<file path="config.mk">
export PLATFORM = sky130hd
export DESIGN_NAME = dgp_port
export DESIGN_NICKNAME = d
export VERILOG_FILES = /design/src/verilog/dgp_pkg.sv /design/src/verilog/dgp_port.sv
export SDC_FILE = /design/constraint.sdc
export NUM_CORES = 1
export LEC_CHECK = 0
export BUFFER_PORTS_ARGS = -buffer_cell sky130_fd_sc_hd__clkbuf_2
export CORE_MARGIN = 2
export CORE_UTILIZATION = 43
export CTS_BUF_LIST = sky130_fd_sc_hd__clkbuf_4 sky130_fd_sc_hd__clkbuf_8
export CTS_CLUSTER_DIAMETER = 40
export DETAILED_ROUTE_END_ITERATION = 8
export GPL_ROUTABILITY_DRIVEN = 0
export GPL_TIMING_DRIVEN = 0
export HOLD_SLACK_MARGIN = 0.15
export PLACE_DENSITY = 0.74
export RECOVER_POWER = 50
export SYNTH_ARGS = -nofsm -noshare
export SYNTH_HDL_FRONTEND = slang
export SYNTH_SLANG_ARGS = --single-unit
</file>
<file path="constraint.sdc">
create_clock -name hclk -period 1.8 [get_ports hclk]
set_input_delay 0.36 -clock hclk [delete_from_list [all_inputs] [get_ports hclk]]
set_output_delay 0.36 -clock hclk [all_outputs]
set_load 0.05 [all_outputs]
</file>
<file path="src/verilog/dgp_pkg.sv">
package dgp_pkg;

  // ****************************************************************
  // Register map (byte addresses, one word each)
  // ****************************************************************
  localparam logic [11:0] DGP_OFS_DIR = 12'h000;
  localparam logic [11:0] DGP_OFS_ODR = 12'h004;
  localparam logic [11:0] DGP_OFS_PIN1 = 12'h008;
  localparam logic [11:0] DGP_OFS_PIN4 = 12'h00c;
  localparam int DGP_ADDR_W = 12;

  localparam logic [7:0] DGP_DIR_RST = 8'h00;
  localparam logic [7:0] DGP_ODR_RST = 8'h00;
  localparam logic [31:0] DGP_RD_ZERO = 32'h0000_0000;
  // Value returned on reads of the write-only direction register; arbitrary
  localparam logic [31:0] DGP_DIR_RD_VAL = 32'h0000_0000;

  // ****************************************************************
  // Bus encodings
  // ****************************************************************
  localparam logic [1:0] DGP_HTRANS_NONSEQ = 2'h2;
  localparam logic [1:0] DGP_HTRANS_SEQ = 2'h3;
  localparam logic DGP_HRESP_OKAY = 1'b0;

  // ****************************************************************
  // Timer channel ownership of port one pins
  // ****************************************************************
  localparam int DGP_CH2_LO = 6;
  localparam int DGP_CH1_LO = 4;

  // Latched address phase of one bus transfer
  typedef struct packed {
    logic valid;
    logic write;
    logic [DGP_ADDR_W-1:0] addr;
  } dgp_aphase_t;

  // Side-channel signals fed from port one pins to the timer and interrupts
  typedef struct packed {
    logic [7:0] capture;
    logic [3:0] ext_clock;
    logic [1:0] ext_irq;
  } dgp_pin_func_t;

endpackage

</file>
<file path="src/verilog/dgp_port.sv">
// Functional notes
// Port one has eight pins, each input or output, some shared with timer/interrupts.
// Direction register is write-only; reads return an undefined, unreliable value.
// Direction bit 1 makes pin output, 0 input; all reset to 0.
// Output data register is read/write, drives output pins, resets to 0.
// Pin-state read returns output data bit where direction bit is 1.
// Pin-state read returns sampled pin level where direction bit is 0.
// Port one pin-state register is read-only; writes do nothing.
// Enabled timer compare output drives pin regardless of direction; channel owns pin group.
// Input pins feed timer capture, external timer clocks and external interrupts.
// Second port is eight input-only pins, no direction or output data register.
// Every read of input-only port returns current pin levels.
// Input-only port register ignores writes.
// Pin levels pass a two-flop synchroniser before reaching read data.
module dgp_port import dgp_pkg::*; #(
  parameter int PW = 8
) (
  input wire logic hclk, // System clock
  input wire logic hresetn, // Async reset, active low
  input wire logic hsel, // Slave select
  input wire logic [31:0] haddr, // Byte address
  input wire logic [1:0] htrans, // Transfer type
  input wire logic hwrite, // Write when high
  input wire logic [2:0] hsize, // Transfer size
  input wire logic hready, // Bus ready in
  input wire logic [31:0] hwdata, // Write data
  output logic [31:0] hrdata, // Read data
  output logic hreadyout, // Slave ready
  output logic hresp, // Response, always OKAY
  input wire logic [PW-1:0] p1_in, // Port one pin levels
  output logic [PW-1:0] p1_out, // Port one pin drive value
  output logic [PW-1:0] p1_oe, // Port one output enable, high drives
  input wire logic [PW-1:0] p4_in, // Input-only port pin levels
  input wire logic [2:0] tmr_oe, // Timer compare output enable per channel
  input wire logic [PW-1:0] tmr_out, // Timer compare output level per pin
  output dgp_pin_func_t pin_func // Capture, clock and interrupt inputs
);

  // ****************************************************************
  // Bus address phase
  // ****************************************************************
  dgp_aphase_t aph_r;
  dgp_aphase_t aph_nxt;
  logic [PW-1:0] dir_r;
  logic [PW-1:0] odr_r;
  logic [PW-1:0] p1_s1_r;
  logic [PW-1:0] p1_s2_r;
  logic [PW-1:0] p4_s1_r;
  logic [PW-1:0] p4_s2_r;
  logic [31:0] rdata_nxt;
  logic [PW-1:0] pin1_view;
  logic [PW-1:0] tmr_own;
  logic [PW-1:0] p1_out_nxt;
  logic [PW-1:0] p1_oe_nxt;
  dgp_pin_func_t func_nxt;

  wire take = hsel && hready && (htrans == DGP_HTRANS_NONSEQ || htrans == DGP_HTRANS_SEQ);
  wire [DGP_ADDR_W-1:0] aaddr = haddr[DGP_ADDR_W-1:0];
  wire rd_take = take && !hwrite;
  wire wr_dir = aph_r.valid && aph_r.write && aph_r.addr == DGP_OFS_DIR;
  wire wr_odr = aph_r.valid && aph_r.write && aph_r.addr == DGP_OFS_ODR;

  always_comb begin
    aph_nxt.valid = take;
    aph_nxt.write = hwrite;
    aph_nxt.addr = aaddr;
  end

  // ****************************************************************
  // Pin mux and timer ownership
  // ****************************************************************
  genvar g;
  generate
    for (g = 0; g < PW; g++) begin : g_pin
      if (g >= DGP_CH2_LO) begin : g_c2
        assign tmr_own[g] = tmr_oe[2];
      end else if (g >= DGP_CH1_LO) begin : g_c1
        assign tmr_own[g] = tmr_oe[1];
      end else begin : g_c0
        assign tmr_own[g] = tmr_oe[0];
      end
      // Timer output wins over the direction bit
      assign p1_oe_nxt[g] = tmr_own[g] | dir_r[g];
      assign p1_out_nxt[g] = tmr_own[g] ? tmr_out[g] : odr_r[g];
      assign pin1_view[g] = dir_r[g] ? odr_r[g] : p1_s2_r[g];
      // Capture sees the pin only when nothing drives it; else held low
      assign func_nxt.capture[g] = !tmr_own[g] && !dir_r[g] && p1_s2_r[g];
    end
  endgenerate

  assign func_nxt.ext_clock = {func_nxt.capture[7], func_nxt.capture[5],
                               func_nxt.capture[3], func_nxt.capture[2]};
  assign func_nxt.ext_irq = {func_nxt.capture[6], func_nxt.capture[4]};

  // ****************************************************************
  // Read data select, word returned in the data phase
  // ****************************************************************
  always_comb begin
    rdata_nxt = DGP_RD_ZERO;
    case (aaddr)
      DGP_OFS_DIR: rdata_nxt = DGP_DIR_RD_VAL;
      DGP_OFS_ODR: rdata_nxt[PW-1:0] = odr_r;
      DGP_OFS_PIN1: rdata_nxt[PW-1:0] = pin1_view;
      DGP_OFS_PIN4: rdata_nxt[PW-1:0] = p4_s2_r;
      default: rdata_nxt = DGP_RD_ZERO;
    endcase
  end

  // ****************************************************************
  // Registers
  // ****************************************************************
  always_ff @(posedge hclk or negedge hresetn) begin
    if (!hresetn) begin
      aph_r <= '0;
      hrdata <= DGP_RD_ZERO;
    end else begin
      aph_r <= aph_nxt;
      // Sampling at the address phase keeps the answer zero-wait
      if (rd_take) begin
        hrdata <= rdata_nxt;
      end
    end
  end

  // Writes to either pin-state register decode to nothing
  always_ff @(posedge hclk or negedge hresetn) begin
    if (!hresetn) begin
      dir_r <= DGP_DIR_RST;
      odr_r <= DGP_ODR_RST;
    end else begin
      if (wr_dir) begin
        dir_r <= hwdata[PW-1:0];
      end
      if (wr_odr) begin
        odr_r <= hwdata[PW-1:0];
      end
    end
  end

  always_ff @(posedge hclk or negedge hresetn) begin
    if (!hresetn) begin
      p1_s1_r <= '0;
      p1_s2_r <= '0;
      p4_s1_r <= '0;
      p4_s2_r <= '0;
    end else begin
      p1_s1_r <= p1_in;
      p1_s2_r <= p1_s1_r;
      p4_s1_r <= p4_in;
      p4_s2_r <= p4_s1_r;
    end
  end

  always_ff @(posedge hclk or negedge hresetn) begin
    if (!hresetn) begin
      p1_out <= '0;
      p1_oe <= '0;
      pin_func <= '0;
    end else begin
      p1_out <= p1_out_nxt;
      p1_oe <= p1_oe_nxt;
      pin_func <= func_nxt;
    end
  end

  // Never stalls, never errors
  always_ff @(posedge hclk or negedge hresetn) begin
    if (!hresetn) begin
      hreadyout <= 1'b1;
      hresp <= DGP_HRESP_OKAY;
    end else begin
      hreadyout <= 1'b1;
      hresp <= DGP_HRESP_OKAY;
    end
  end
endmodule
</file>
* After elaboration in Yosys (flattened, before gate mapping) *
Index checks and enable logic that the tools add are counted.

storage, ports and cells
  flip-flop bits (word level) = 100
  bits in latches = 0
  memory bits (writable) = 0
  memory bits (read-only) = 0
  input bits = 101
  output and inout port bits = 64
  word-level logic and storage cells = 82
  memories = 0

operators by class
  add/subtract/negate cells = 0
  multiply operators = 0
  div/mod/pow operators = 0
  magnitude comparators = 0
  eq/ne operators = 6
  shift-type cells = 0
  muxes and demuxes = 17
  bitwise operators = 8
  reductions and logical operators = 36

operator list
  kind                                             number
  == test 12 x 3 -> 1 bit (second input constant)  2
  == test 12 x 4 -> 1 bit (second input constant)  2
  case mux 8 bit (3 select lines)                  1
  logical AND 1 bit                                22
  2-to-1 mux 1 bit                                 16
  zero test 1 bit                                  12
  zero test 12 bit                                 1
  bitwise OR 1 bit                                 8
  == test 2 bit (second input constant)            2
  logical OR 1 bit                                 1

* Depth between registers and ports, before layout *
  depth after elaboration = 4
  depth in mapped cells = 5
  gate-level depth less buffers = 4

* Worst setup path before layout *
Ideal clock, no wire load.

  path type = reg2reg
  start point = register aph_r[4] (netlist bit)
  end point = register odr_r[0]
  setup time = 0.125 ns
  arrival = 1.613 ns
  required time = 1.675 ns
  setup slack = 0.062 ns
  stages on the path, launching flop included = 5
  path buffers = 0
  period minus slack after synthesis = 1.738 ns
  cells stage by stage = dfrtp_1 -> nor4_2 -> nand4b_1 -> nor4_4 -> mux2_2

on the way
  longest elaborated chain between the ends = 2

ends and longest elaborated chain
  what                     RTL line         RTL
  start, declared          dgp_port.sv:42   dgp_aphase_t aph_r;
  start signal, assigned   dgp_port.sv:117  aph_r <= aph_nxt;
  == test 12 x 3 -> 1 bit  dgp_port.sv:61   wire wr_odr = aph_r.valid && aph_r.write && aph_r.addr == DGP_OFS_ODR;
  logical AND 1 bit        dgp_port.sv:61
  end signal, assigned     dgp_port.sv:135  odr_r <= hwdata[PW-1:0];
  end, declared            dgp_port.sv:45   logic [PW-1:0] odr_r;

Every way passes these cells.
A chain may end at the register's enable or synchronous reset.

* Worst setup path after layout *
  start point = register aph_r[4] (netlist bit)
  end point = register dir_r[5]

on the way
  longest elaborated chain between the ends = 2

ends and longest elaborated chain
  what                  RTL line         RTL
  zero test 12 bit      dgp_port.sv:60   wire wr_dir = aph_r.valid && aph_r.write && aph_r.addr == DGP_OFS_DIR;
  logical AND 1 bit     dgp_port.sv:60
  end signal, assigned  dgp_port.sv:132  dir_r <= hwdata[PW-1:0];
  end, declared         dgp_port.sv:44   logic [PW-1:0] dir_r;

Every way passes these cells.

==> flow_metrics.env <==
export IMPL_status="complete, but fails checks"
export IMPL_violations="negative setup slack"
export IMPL_drv_cap=0
export IMPL_tightest_slew_ns=1.09
export IMPL_postSynth_asyncResetShare_pct=100
export IMPL_synth_compound_area_share_pct=3.53
export IMPL_start_util_pct=44.5
export IMPL_routed_wl_um=7170
export IMPL_io_pins=165
export IMPL_fin_nets=495
export IMPL_drtIter0Drc=75
export IMPL_slew_violations=0
export IMPL_port_buffer_count=90
export IMPL_wire_per_inst_um=14.3
export IMPL_finalSetupTns_ns=-0.202
export IMPL_yosys_area_share_simple_pct=9.65
export IMPL_fin_crit_sh_pct=102
export IMPL_avgSynthCellArea_um2=14.4
export IMPL_synth_xor_area_share_pct=0
export IMPL_clock_path_buffers=2
export IMPL_clkLatencyLatePin_ns=0.35
export IMPL_synth_ff_type="dfrtp_1"
export IMPL_fillers=642
export IMPL_end_kind="flop"
export IMPL_postRouteAntennaNets=0
export IMPL_synth_top_cell_by_area="dfrtp_1"
export IMPL_grt_max_degree=54
export IMPL_dp_cells=455
export IMPL_die_area_um2=8720
export IMPL_ir_drop_mv=0.448
export IMPL_syn_inst=238
export IMPL_fin_util_pct=61.1
export IMPL_ys_seq_area_share_pct=68.5
export IMPL_synth_edf_count=0
export IMPL_numCtsBuffers=9
export IMPL_synth_distinct_cells=27
export IMPL_synth_seq_cells=94
export IMPL_cp_cell_sequence="nor4_4 -> nand3_1 -> or4_4 -> buf_8 -> mux2_2"
export IMPL_crit_slowest_cell="or4_4"
export IMPL_cts_root_buf="clkbuf_8"
export IMPL_seq_area_um2=2350
export IMPL_whs_ns=0.223
export IMPL_path_max_fanout=8
export IMPL_setup_slack_ns=-0.0286
export IMPL_antenna_found_initial=0
export IMPL_track_usage_pct=17.3
export IMPL_grt_setup_unrepaired="true"
export IMPL_hold_path_class="in -> reg"
export IMPL_skew_ns=0.00542
export IMPL_drc=0
export IMPL_area_growth_pct=37.5
export IMPL_clkSlewWorstSetupHoldPaths_ns=0.08
export IMPL_h_tree_depth=3
export IMPL_power_leakage_nw=2.33
export IMPL_setup_violations=8
export IMPL_synth_fa_ha_area_share_pct=0
export IMPL_p_per_area_nw_per_um2=936
export IMPL_worstSetupPathType="reg -> reg"
export IMPL_hold_violations=0
export IMPL_coreArea_um2=7730
export IMPL_worst_ep_arrival_time_ns=2.07
export IMPL_multi_input_area_um2=970
export IMPL_synth_area_leaders="dfrtp_1, mux2_2, buf_4, mux2i_1, nor3b_1"
export IMPL_rows=32
export IMPL_finalNonFillerCells=501
export IMPL_antenna_cells=0
export IMPL_dieWidth_um=93.4
export IMPL_synth_top_area_share_pct=68.5
export IMPL_synth_area_um2=3440
export IMPL_vias_per_cell=4.48
export IMPL_cp_required_ns=2.05
export IMPL_fin_crit_ns=1.83
export IMPL_drt_pre_antenna_iters=4
export IMPL_relSlewSlack_pct=27.4
export IMPL_clock_sinks=94
export IMPL_vias=2245
export IMPL_synth_common_cells="dfrtp_1, buf_4, mux2_2"
export IMPL_yosysMostFrequentCell="dfrtp_1"
export IMPL_critPathMaxStageDelay_ns=0.43
export IMPL_cts_tree="done"
export IMPL_cp_start_kind="flop"
export IMPL_yosysWarnings=0
export IMPL_synthMuxAreaShare_pct=10.6
export IMPL_synth_top_family_by_area="multiplexers"
export IMPL_fin_total_pwr_mw=4.42
export IMPL_grt_pass1_vias=2288
export IMPL_grt_pass1_wl_um=11100
export IMPL_grt_overflow_total=0
export IMPL_dp_hpwl_um=4660
export IMPL_fmax_ghz=0.547
export IMPL_die_height_um=93.4
export IMPL_drive_gt1_share_pct=42.1
[layer usage]
layer,vias to the layer above,track usage (%),wire length [um]
li1,1064,-,-
met2,75,29.0,3740
met4,0,8.58,111
met5,-,0,0
met1,1095,21.2,2950
met3,11,3.71,358
[placed cells by master, fill, tap and decap left out, types with 2 or more instances in the layout]
cell type / netlist / final
nor4_4: 1 / 2
mux2_4: 0 / 8
or2_2: 9 / 8
nor3b_1: 9 / 9
clkbuf_1: 2 / 17
o21ai_0: 8 / 8
dfrtp_1: 94 / 94
nand4b_1: 3 / 3
and2_1: 5 / 5
conb_1: 2 / 26
nor2_2: 0 / 2
dlygate4sd3_1: 0 / 28
bufinv_16: 0 / 3
a221o_1: 5 / 5
mux2_2: 26 / 18
buf_4: 32 / 32
clkbuf_2: 0 / 75
nand3_1: 2 / 2
nand2_1: 9 / 9
nor2_1: 9 / 7
clkbuf_8: 0 / 9
buf_6: 0 / 2
mux2i_1: 7 / 7
a21oi_1: 3 / 3
inv_1: 2 / 2
clkbuf_4: 0 / 3
[sequential cells by signal, indices dropped and copies added (netlist names)]
signal    count
p4_s2_r       8
pin_func      8
p1_s2_r       8
p1_oe         8
p1_out        8
p1_s1_r       8
p4_s1_r       8
odr_r         8
hrdata        8
dir_r         8
aph_r        14
[critical path: cells and delay by family (launching register included)]
kind	cells	cell delay [ns]
buffers and inverters	1	0.17
flip-flops	1	0.40
multiplexers	1	0.27
AND/OR/NAND/NOR	3	0.88
[kinds of logic after synthesis]
| logic type | Yosys count |
|---|---|
| AO/OA/AOI/OAI | 18 |
| buffers and inverters | 37 |
| flip-flops | 94 |
| multiplexers | 33 |
| other | 2 |
| AND/OR/NAND/NOR | 54 |
[final cells by class]
cell class	count	area share, %
clock buffers	12	3.10
flip-flops and latches	94	49.8
multi-input cells	131	20.5
inverters	2	0.159
plain buffers	35	5.56
well taps	102	2.70
repair buffers	121	16.1
clock inverters	4	2.01
[path summary, 6_finish.rpt]
path	from	to	slack (ns)	depth (start not counted)
worst min-delay path	haddr[2]	aph_r[2]	0.22	1
min in group asynchronous	hresetn	aph_r[8]	0.74	2
worst max register to register	aph_r[4]	dir_r[5]	-0.03	5
worst min register to register	p1_s1_r[0]	p1_s2_r[0]	0.35	0
worst max-delay path	aph_r[4]	dir_r[5]	-0.03	5
max in group asynchronous	hresetn	p1_s1_r[0]	0.27	3
[timing repair]
| item | 4_1_cts | 5_1_grt |
|---|---|---|
| setup buffers | 2 | 0 |
| pin swaps | 3 | 4 |
| resized for setup | 13 | 6 |
| endpoints found under the setup margin | 16 | 23 |
| hold buffers | 28 | 0 |
| hold endpoints to repair | 68 | 0 |
[where the power goes]
group          switching, mW  leakage (nW)  total (mW)  internal, mW
combinational          0.361          1.06       0.552         0.191
clock                  0.669         0.125        1.64         0.968
sequential            0.0386          1.15        2.23          2.20
[per-stage QoR]
stage	cell area [um^2]	worst slack [ns]
global route	4720	-0.0866
global placement	4100	-0.676
floorplan	3530	0.0619
CTS	4720	-0.0522
detailed placement	4130	-0.398
finish	4720	-0.0286
Note: power is estimated with default switching activity, not from simulation.
